==> src/core/sfp_pkg.sv <==
// Constants, types and command codes shared by the flash command interpreter.
package sfp_pkg;
  localparam logic [7:0] CMD_OCTAL_READ = 8'hE3;
  localparam logic [7:0] CMD_QUAD_READ = 8'hEB;
  localparam logic [7:0] CMD_WORD_READ = 8'hE7;
  localparam logic [7:0] CMD_WRAP_SET = 8'h77;
  localparam logic [7:0] CMD_PAGE_PROG = 8'h02;
  localparam logic [7:0] CMD_QUAD_PROG = 8'h32;
  localparam logic [7:0] CMD_SECT_ERASE = 8'h20;
  localparam logic [7:0] CMD_STATUS_READ = 8'h05;
  localparam logic [7:0] CMD_WRITE_ENABLE = 8'h06;
  localparam logic [5:0] CMD_BITS = 6'h08;
  localparam logic [5:0] ADDR_BITS = 6'h18;
  localparam logic [5:0] MODE_BITS = 6'h08;
  localparam logic [5:0] WRAP_FRAME_BITS = 6'h20;
  localparam logic [5:0] BYTE_BITS = 6'h08;
  localparam logic [5:0] DUMMY_QUAD_READ = 6'h10;
  localparam logic [5:0] DUMMY_WORD_READ = 6'h08;
  localparam logic [5:0] DUMMY_OCTAL_READ = 6'h00;
  localparam logic [1:0] MODE_CONTINUE = 2'h2;
  localparam int MODE_SEL_LSB = 4;
  localparam int WRAP_LSB = 4;
  localparam int WRAP_DIS_POS = 0;
  localparam logic [2:0] WRAP_RST = 3'h7;
  localparam logic [7:0] WRAP_MIN_LEN = 8'h08;
  localparam logic [12:0] PAGE_LAST = 13'h00FF;
  localparam logic [12:0] SECTOR_LAST = 13'h0FFF;
  localparam logic [7:0] ERASED_BYTE = 8'hFF;
  localparam int STAT_BUSY_POS = 0;
  localparam int STAT_WEL_POS = 1;
  localparam int CLK_MHZ = 100;
  localparam int PROG_TIME_US = 400;
  localparam int ERASE_TIME_MS = 50;
  localparam int PROG_CYCLES = PROG_TIME_US * CLK_MHZ;
  localparam int ERASE_CYCLES = ERASE_TIME_MS * 1000 * CLK_MHZ;
  localparam int FIFO_DEPTH = 32;
  localparam int FIFO_WIDTH = 32;

  typedef enum logic [3:0] {
    ST_IDLE, ST_CMD, ST_ADDR, ST_MODE, ST_DUMMY, ST_WRAP,
    ST_RDOUT, ST_STOUT, ST_PROG, ST_TAIL, ST_SKIP
  } sfp_state_e;

  typedef enum logic [1:0] {
    CM_IDLE, CM_FILL, CM_WAIT
  } sfp_commit_e;
endpackage : sfp_pkg

==> src/core/sfp_flash_cmd.sv <==
// Serial flash command interpreter with its write FIFO.
`timescale 1ns/1ns
`default_nettype none

module sfp_fifo #(
  parameter int WIDTH = 32,
  parameter int DEPTH = 32
) (
  input wire logic i_mclk,
  input wire logic i_arst_n,
  input wire logic i_in_valid,
  output logic o_in_ready,
  input wire logic [WIDTH-1:0] i_in_data,
  output logic o_out_valid,
  input wire logic i_out_ready,
  output logic [WIDTH-1:0] o_out_data,
  output logic o_empty
);
  localparam int AW = $clog2(DEPTH);

  if (DEPTH < 2 || (1 << AW) != DEPTH) $error("FIFO depth must be a power of two");

  logic [WIDTH-1:0] mem [DEPTH];
  logic [AW:0] wr_ptr;
  logic [AW:0] rd_ptr;
  logic full;
  logic push;
  logic pop;

  assign full = (wr_ptr[AW] != rd_ptr[AW]) && (wr_ptr[AW-1:0] == rd_ptr[AW-1:0]);
  assign o_empty = (wr_ptr == rd_ptr);
  assign o_in_ready = ~full;
  assign o_out_valid = ~o_empty;
  assign o_out_data = mem[rd_ptr[AW-1:0]];
  assign push = i_in_valid & ~full;
  assign pop = i_out_ready & ~o_empty;

  always_ff @(posedge i_mclk)
  begin
    if (push)
    begin
      mem[wr_ptr[AW-1:0]] <= i_in_data;
    end
  end

  always_ff @(posedge i_mclk or negedge i_arst_n)
  begin
    if (!i_arst_n)
    begin
      wr_ptr <= '0;
      rd_ptr <= '0;
    end
    else
    begin
      wr_ptr <= wr_ptr + (AW+1)'(push);
      rd_ptr <= rd_ptr + (AW+1)'(pop);
    end
  end
endmodule : sfp_fifo

module sfp_flash_cmd
  import sfp_pkg::*;
#(
  parameter int PROG_CYC = sfp_pkg::PROG_CYCLES,
  parameter int ERASE_CYC = sfp_pkg::ERASE_CYCLES,
  parameter int WBUF_DEPTH = sfp_pkg::FIFO_DEPTH
) (
  input wire logic i_mclk,
  input wire logic i_arst_n,
  input wire logic i_cs_n,
  input wire logic i_sclk,
  input wire logic [3:0] i_dq,
  output logic [3:0] o_dq,
  output logic [3:0] o_dq_oe,
  input wire logic i_quad_enable_bit,
  input wire logic i_target_locked,
  output logic [23:0] o_target_addr,
  output logic [23:0] o_mem_rd_addr,
  input wire logic [7:0] i_mem_rd_data,
  output logic o_mem_wr_valid,
  input wire logic i_mem_wr_ready,
  output logic [23:0] o_mem_wr_addr,
  output logic [7:0] o_mem_wr_data,
  output logic o_busy_flag,
  output logic o_write_enable_latch,
  output logic [2:0] o_wrap_config_bits,
  output logic o_continuous_read
);
  import sfp_pkg::*;

  if (PROG_CYC < 1 || ERASE_CYC < 1) $error("Cycle counts must be at least one");

  typedef struct packed {
    logic [5:0] s1;
    logic [5:0] s2;
    logic [5:0] s3;
    sfp_state_e st;
    logic [7:0] cmd;
    logic [31:0] sr;
    logic [5:0] bits;
    logic [23:0] addr;
    logic nib;
    logic any;
    logic [5:0] extra;
    logic cont;
    logic [7:0] cont_cmd;
    logic [2:0] wrap;
    logic write_enable_latch;
    sfp_commit_e cm;
    logic erase;
    logic [12:0] iter;
    logic [31:0] tmr;
    logic [23:0] base;
    logic [255:0] valid;
    logic [3:0] dq;
    logic [3:0] oe;
  } sfp_state_s;

  sfp_state_s q;
  sfp_state_s next_q;
  logic [7:0] pbuf [256];
  logic buf_we;
  logic [7:0] buf_waddr;
  logic [7:0] buf_wdata;
  logic fifo_valid;
  logic fifo_ready;
  logic fifo_empty;
  logic [31:0] fifo_data;
  logic [31:0] fifo_out;

  function automatic logic is_quad(input logic [7:0] c);
    return (c == CMD_OCTAL_READ) || (c == CMD_QUAD_READ) || (c == CMD_WORD_READ) ||
           (c == CMD_WRAP_SET) || (c == CMD_QUAD_PROG);
  endfunction : is_quad

  function automatic logic is_read(input logic [7:0] c);
    return (c == CMD_OCTAL_READ) || (c == CMD_QUAD_READ) || (c == CMD_WORD_READ);
  endfunction : is_read

  function automatic logic [5:0] dummy_bits(input logic [7:0] c);
    logic [5:0] d;
    d = DUMMY_OCTAL_READ;
    if (c == CMD_QUAD_READ)
    begin
      d = DUMMY_QUAD_READ;
    end
    else if (c == CMD_WORD_READ)
    begin
      d = DUMMY_WORD_READ;
    end
    return d;
  endfunction : dummy_bits

  // The octal word read never wraps; only the other two quad reads honour the setting.
  function automatic logic [23:0] next_rd(input logic [23:0] a, input logic [7:0] c,
                                          input logic [2:0] w);
    logic [7:0] m;
    logic [7:0] inc;
    m = 8'((WRAP_MIN_LEN << w[2:1]) - 8'h01);
    inc = a[7:0] + 8'h01;
    if (c != CMD_OCTAL_READ && !w[WRAP_DIS_POS])
    begin
      return {a[23:8], (a[7:0] & ~m) | (inc & m)};
    end
    return a + 24'h000001;
  endfunction : next_rd

  always_comb
  begin
    logic rise;
    logic fall;
    logic cs_fall;
    logic cs_up;
    logic quad;
    logic busy;
    logic push;
    logic [3:0] din;
    logic [31:0] shifted;
    logic [5:0] nbits;
    logic [7:0] stat;
    logic [7:0] c;
    rise = 1'b0;
    fall = 1'b0;
    cs_fall = 1'b0;
    cs_up = 1'b0;
    quad = 1'b0;
    busy = 1'b0;
    push = 1'b0;
    din = '0;
    shifted = '0;
    nbits = '0;
    stat = '0;
    c = '0;
    next_q = q;
    buf_we = 1'b0;
    buf_waddr = q.addr[7:0];
    buf_wdata = '0;
    fifo_valid = 1'b0;
    fifo_data = '0;
    next_q.s1 = {i_cs_n, i_sclk, i_dq};
    next_q.s2 = q.s1;
    next_q.s3 = q.s2;
    rise = q.s2[4] & ~q.s3[4];
    fall = ~q.s2[4] & q.s3[4];
    cs_fall = ~q.s2[5] & q.s3[5];
    cs_up = q.s2[5] & ~q.s3[5];
    din = q.s2[3:0];
    busy = (q.cm != CM_IDLE);
    stat[STAT_BUSY_POS] = busy;
    stat[STAT_WEL_POS] = q.write_enable_latch;
    quad = (q.st != ST_CMD) && is_quad(q.cmd);
    shifted = quad ? {q.sr[27:0], din} : {q.sr[30:0], din[0]};
    nbits = q.bits + (quad ? 6'h04 : 6'h01);
    c = shifted[7:0];

    if (cs_up)
    begin
      next_q.st = ST_IDLE;
      next_q.oe = 4'h0;
      if (q.st == ST_PROG && q.bits == 6'h00 && q.any && !i_target_locked)
      begin
        next_q.cm = CM_FILL;
        next_q.erase = 1'b0;
        next_q.base = {q.addr[23:8], 8'h00};
        next_q.iter = '0;
      end
      if (q.st == ST_TAIL && q.cmd == CMD_SECT_ERASE && q.extra == 6'h00 &&
          !i_target_locked)
      begin
        next_q.cm = CM_FILL;
        next_q.erase = 1'b1;
        next_q.base = {q.addr[23:12], 12'h000};
        next_q.iter = '0;
      end
      if (q.st == ST_TAIL && q.cmd == CMD_WRITE_ENABLE && q.extra == 6'h00)
      begin
        next_q.write_enable_latch = 1'b1;
      end
    end
    else if (cs_fall && q.st == ST_IDLE)
    begin
      next_q.bits = '0;
      next_q.nib = 1'b0;
      next_q.any = 1'b0;
      next_q.extra = '0;
      if (q.cont && !busy)
      begin
        next_q.st = ST_ADDR;
        next_q.cmd = q.cont_cmd;
      end
      else
      begin
        next_q.st = ST_CMD;
      end
    end
    else if (rise)
    begin
      next_q.sr = shifted;
      next_q.bits = nbits;
      case (q.st)
        ST_CMD:
        begin
          if (nbits == CMD_BITS)
          begin
            next_q.cmd = c;
            next_q.bits = '0;
            next_q.st = ST_SKIP;
            if (busy)
            begin
              if (c == CMD_STATUS_READ)
              begin
                next_q.st = ST_STOUT;
              end
            end
            else if (is_read(c))
            begin
              next_q.st = i_quad_enable_bit ? ST_ADDR : ST_SKIP;
            end
            else if (c == CMD_WRAP_SET)
            begin
              next_q.st = ST_WRAP;
            end
            else if (c == CMD_PAGE_PROG || c == CMD_SECT_ERASE)
            begin
              next_q.st = q.write_enable_latch ? ST_ADDR : ST_SKIP;
            end
            else if (c == CMD_QUAD_PROG)
            begin
              next_q.st = (q.write_enable_latch && i_quad_enable_bit) ? ST_ADDR : ST_SKIP;
            end
            else if (c == CMD_STATUS_READ)
            begin
              next_q.st = ST_STOUT;
            end
            else if (c == CMD_WRITE_ENABLE)
            begin
              next_q.st = ST_TAIL;
            end
          end
        end
        ST_ADDR:
        begin
          if (nbits == ADDR_BITS)
          begin
            next_q.addr = shifted[23:0];
            next_q.bits = '0;
            if (is_read(q.cmd))
            begin
              next_q.st = ST_MODE;
            end
            else if (q.cmd == CMD_SECT_ERASE)
            begin
              next_q.st = ST_TAIL;
            end
            else
            begin
              next_q.st = ST_PROG;
              next_q.valid = '0;
            end
          end
        end
        ST_MODE:
        begin
          if (nbits == MODE_BITS)
          begin
            next_q.bits = '0;
            // The low nibble of the mode byte is never looked at.
            next_q.cont = (shifted[MODE_SEL_LSB+1:MODE_SEL_LSB] == MODE_CONTINUE);
            next_q.cont_cmd = q.cmd;
            next_q.st = (dummy_bits(q.cmd) == 6'h00) ? ST_RDOUT : ST_DUMMY;
          end
        end
        ST_DUMMY:
        begin
          if (nbits == dummy_bits(q.cmd))
          begin
            next_q.st = ST_RDOUT;
            next_q.bits = '0;
          end
        end
        ST_WRAP:
        begin
          if (nbits == WRAP_FRAME_BITS)
          begin
            next_q.wrap = shifted[WRAP_LSB+2:WRAP_LSB];
            next_q.st = ST_SKIP;
          end
        end
        ST_PROG:
        begin
          if (nbits == BYTE_BITS)
          begin
            buf_we = 1'b1;
            buf_wdata = shifted[7:0];
            next_q.valid[q.addr[7:0]] = 1'b1;
            next_q.addr = {q.addr[23:8], q.addr[7:0] + 8'h01};
            next_q.any = 1'b1;
            next_q.bits = '0;
          end
        end
        ST_TAIL:
        begin
          // Any clock after the last expected byte voids the instruction.
          next_q.extra = (q.extra == 6'h3F) ? q.extra : q.extra + 6'h01;
        end
        default:
        begin
          next_q.bits = q.bits;
        end
      endcase
    end
    else if (fall)
    begin
      if (q.st == ST_RDOUT)
      begin
        next_q.oe = 4'hF;
        next_q.dq = q.nib ? i_mem_rd_data[3:0] : i_mem_rd_data[7:4];
        next_q.nib = ~q.nib;
        if (q.nib)
        begin
          next_q.addr = next_rd(q.addr, q.cmd, q.wrap);
        end
      end
      else if (q.st == ST_STOUT)
      begin
        // Status goes out live, so a polling host sees busy drop mid-transfer.
        next_q.oe = 4'h2;
        next_q.dq = {2'b00, stat[3'h7 - q.bits[2:0]], 1'b0};
        next_q.bits = q.bits + 6'h01;
      end
    end

    case (q.cm)
      CM_FILL:
      begin
        push = q.erase | q.valid[q.iter[7:0]];
        fifo_valid = push;
        if (q.erase)
        begin
          fifo_data = {q.base | {12'h000, q.iter[11:0]}, ERASED_BYTE};
        end
        else
        begin
          fifo_data = {q.base | {16'h0000, q.iter[7:0]}, pbuf[q.iter[7:0]]};
        end
        if (!push || fifo_ready)
        begin
          next_q.iter = q.iter + 13'h0001;
          if (q.iter == (q.erase ? SECTOR_LAST : PAGE_LAST))
          begin
            next_q.cm = CM_WAIT;
            next_q.tmr = '0;
          end
        end
      end
      CM_WAIT:
      begin
        next_q.tmr = q.tmr + 32'h00000001;
        if (fifo_empty && q.tmr >= 32'(q.erase ? ERASE_CYC - 1 : PROG_CYC - 1))
        begin
          next_q.cm = CM_IDLE;
          next_q.write_enable_latch = 1'b0;
        end
      end
      default:
      begin
        // The iterator is left untouched here; a fresh cycle zeroes it when select rises.
        next_q.tmr = q.tmr;
      end
    endcase
  end

  always_ff @(posedge i_mclk)
  begin
    if (buf_we)
    begin
      pbuf[buf_waddr] <= buf_wdata;
    end
  end

  always_ff @(posedge i_mclk or negedge i_arst_n)
  begin
    if (!i_arst_n)
    begin
      q <= '0;
      // Idle pin levels: select high, serial clock low, so no false edge follows reset.
      q.s1 <= 6'h20;
      q.s2 <= 6'h20;
      q.s3 <= 6'h20;
      q.st <= ST_IDLE;
      q.cm <= CM_IDLE;
      q.wrap <= WRAP_RST;
    end
    else
    begin
      q <= next_q;
    end
  end

  sfp_fifo #(
    .WIDTH(FIFO_WIDTH),
    .DEPTH(WBUF_DEPTH)
  ) u_wr_fifo (
    .i_mclk(i_mclk),
    .i_arst_n(i_arst_n),
    .i_in_valid(fifo_valid),
    .o_in_ready(fifo_ready),
    .i_in_data(fifo_data),
    .o_out_valid(o_mem_wr_valid),
    .i_out_ready(i_mem_wr_ready),
    .o_out_data(fifo_out),
    .o_empty(fifo_empty)
  );

  assign o_mem_wr_addr = fifo_out[31:8];
  assign o_mem_wr_data = fifo_out[7:0];
  assign o_dq = q.dq;
  assign o_dq_oe = q.oe;
  assign o_target_addr = q.addr;
  assign o_mem_rd_addr = q.addr;
  assign o_busy_flag = (q.cm != CM_IDLE);
  assign o_write_enable_latch = q.write_enable_latch;
  assign o_wrap_config_bits = q.wrap;
  assign o_continuous_read = q.cont;
endmodule : sfp_flash_cmd

`default_nettype wire

==> config.mk <==
export PLATFORM = sky130hd
export DESIGN_NAME = sfp_flash_cmd
export DESIGN_NICKNAME = d
export VERILOG_FILES = /design/src/core/sfp_pkg.sv /design/src/core/sfp_flash_cmd.sv
export SDC_FILE = /design/constraint.sdc
export NUM_CORES = 2
export LEC_CHECK = 0
export ABC_CLOCK_PERIOD_IN_PS = 15100
export BUFFER_PORTS_ARGS = -buffer_cell sky130_fd_sc_hd__buf_2
export CORE_UTILIZATION = 60
export CTS_CLUSTER_DIAMETER = 60
export DETAILED_ROUTE_END_ITERATION = 8
export GPL_TIMING_DRIVEN = 0
export PLACE_DENSITY = 0.76
export REMOVE_ABC_BUFFERS = 1
export SLEW_MARGIN = 15
export SYNTH_ARGS = -nofsm -noshare
export SYNTH_HDL_FRONTEND = slang
export SYNTH_SLANG_ARGS = --single-unit
==> constraint.sdc <==
create_clock -name i_mclk -period 15.1 [get_ports i_mclk]
set_input_delay 4.53 -clock i_mclk [delete_from_list [all_inputs] [get_ports i_mclk]]
set_output_delay 4.53 -clock i_mclk [all_outputs]
set_load 0.02 [all_outputs]
==> metrics <==
status=complete, no violations; sequential fraction of the synthesis area=0.737; Leak=49.1 nW; ratio of final minimum period to clock period=0.573; Initial DRT Pass Iterations=8; Synth Instances=7,092; initial antenna violation count=16; # clock sinks=3,510; Required @ worst endpoint=10,570 ps; core area=0.232 mm^2; Port Buffer Count=113; postcts setup bufs=0; Setup Viol. Count Final=0; row count=177; die area=0.235 mm^2; design area=0.159 mm^2; Inserted Clock Buffers=358; Cells after DPL=9,959; main flop type after synthesis=edfxtp_1; pre-CTS setup slack=7400 ps; RSZ-0062 raised after global routing=no; largest net degree at the start of global routing=105; synthesis-to-finish area growth=13.4%; cell area after placement=0.148 mm^2; I/O pins=114; commonest non-fill, non-tap cells in the layout=edfxtp_1 (3,072), mux4_2 (1,047), nor2_1 (605); Vias=74,500; # DRC=0; worst-case clock buffer depth=4; Overall Global Routing Usage=0.318; overall routed net length=370,000 um; DR vias/cell=7.04; Setup TNS Final=0 ps; WL per Instance=34.9 um; non-filler cells, final=10,600; Setup WS post-layout=6440 ps; number of synthesized flops with an enable pin=3,072; post-synthesis cell area=0.140 mm^2; CP arrival=4130 ps; HPWL reported at the end of detailed placement=214,000 um; Final GP Congestion=0.827; GRT overflow=0; Total Nets Final=7,327; layout cells sized above 1=0.270; commonest non-fill, non-tap cell in the layout=edfxtp_1; Initial Utilization=0.603; fmax=115 MHz; post_cts resized=0; Worst IR Drop VDD=0.176 mV; Worst-Skew Late Latency=980 ps; crit end category=output port; Tmin final=8660 ps; die width=485 um; worst slew pin tran=1310 ps; Synth async-reset ratio=0.125; Hold Fails Final Rpt=0; Worst slew margin=0.117; chip height=485 um; antenna-violating nets left=0; Max Slew Vio Count=0; Netlist cell types=83; first-pass GRT wire length=534,000 um; Tot Pwr=19.8 mW; vias in the first global route=75,800; htree depth=5; Setup crit start kind=register; DRC violation total after the first TritonRoute iteration=10,800; CP peak stage delay=760 ps; critical path's slowest cell=dfrtp_4; CP Max Fanout=37; crit path kind=register to output port; Root Driver=clkbuf_16; syn_area_per_cell=19.8 um^2; CP dominant cell by count=buf_16; Max-cap violations=0; worst path cell trace=buf_16 > buf_16 > buf_16 > mux4_2 > mux4_2 > mux2_2 > buf_2; YS warnings=0; Post-CTS Hold Buffers=0; clock slew at reported path FFs=60 ps; Power Density=125 mW/mm^2; synthesis-stage register bit count=3,510; Max Clock Skew=53.6 ps; CTS tree=yes; worst hold path type=register to register
[power breakdown]
part	switching, mW	internal (mW)	total [mW]
Combinational	0.460	0.346	0.805
Sequential	0.0702	10.4	10.5
Clock	3.65	4.86	8.51
[per-layer routing]
layer	vias to the layer above	part of all wire	GRT usage
met1	38900	0.34	0.411
met4	10	0.059	0.162
met2	5338	0.50	0.520
li1	29200	-	-
met5	-	0.00015	0
met3	1128	0.10	0.0629
[kinds of logic after synthesis]
family	count (synthesis)	share of synthesized area
muxes	1164	0.177
buffers and inverters	549	0.0179
DFF	3510	0.737
adders and majority gates	32	0.00286
AOI/OAI and AO/OA	649	0.0270
xor gates and xnor gates	26	0.00163
and+or+nand+nor	1162	0.0368
[Yosys cell counts, types with 18 or more instances]
| master | number | share of area |
|---|---|---|
| buf_2 | 80 | 0.0029 |
| a22oi_1 | 26 | 0.0014 |
| nand4_1 | 27 | 0.0012 |
| mux2i_1 | 61 | 0.0044 |
| nor3_1 | 28 | 0.0010 |
| o21ai_0 | 124 | 0.0044 |
| edfxtp_1 | 3072 | 0.66 |
| and3_1 | 34 | 0.0015 |
| mux4_2 | 1047 | 0.17 |
| or3_1 | 20 | 0.00089 |
| a31oi_1 | 32 | 0.0014 |
| mux2_2 | 56 | 0.0045 |
| o31ai_1 | 23 | 0.0012 |
| a21o_1 | 18 | 0.00096 |
| nand2b_1 | 18 | 0.00080 |
| buf_4 | 70 | 0.0038 |
| and2_1 | 33 | 0.0015 |
| nor2_1 | 655 | 0.018 |
| nor2b_1 | 19 | 0.00085 |
| buf_1 | 48 | 0.0013 |
| inv_1 | 40 | 0.0011 |
| dfrtp_1 | 432 | 0.077 |
| clkbuf_1 | 298 | 0.0080 |
| a21oi_1 | 330 | 0.012 |
| nand3_1 | 79 | 0.0028 |
| ha_1 | 32 | 0.0029 |
| nand2_1 | 184 | 0.0049 |
[through the flow]
step,hold slack (ps),util
2_1_floorplan,331,-
3_3_place_gp,334,0.612
3_5_place_dp,335,0.636
4_1_cts,348,0.684
5_1_grt,354,0.684
6_report,347,0.684
[state kept, by name, summed over array words and instances, names as in the netlist, named ones only]
signal,flops
o_mem_rd_addr,19
pbuf,2048
q,379
u_wr_fifo.rd_ptr,6
next_q,12
o_continuous_read,1
o_dq,4
o_dq_oe,2
o_wrap_config_bits,3
u_wr_fifo.wr_ptr,6
u_wr_fifo.mem,1024
o_write_enable_latch,1
[path summary, 6_finish.rpt]
check / start / endpoint / slack [ps] / depth (start not counted)
max in group asynchronous: i_arst_n / next_q[442] / 9470 / 4
min in group asynchronous: i_arst_n / q[212] / 3620 / 1
min: next_q[439] / next_q[433] / 350 / 0
max reg2reg: q[427] / pbuf[97][2] / 8500 / 14
max: u_wr_fifo.rd_ptr[0] / o_mem_wr_addr[20] / 6440 / 7
min reg2reg: next_q[439] / next_q[433] / 350 / 0
[final cells by class]
class                      instances  area [um^2]
inverter                          42          161
multi-input combinational       3033        35100
sequential                      3510       103000
clock buffer                     464         9600
tap                             3043         3810
fill                           13400        73400
timing repair buffer             331         5560
clock inverter                   164         1410
antenna                            6         15.0
[critical path, delay by kind of cell (launching register included)]
family | cells | cell delay (ps)
buffers and inverters | 4 | 1040
multiplexers | 3 | 1310
flip-flops | 1 | 760
(Power assumes the default switching activity.)
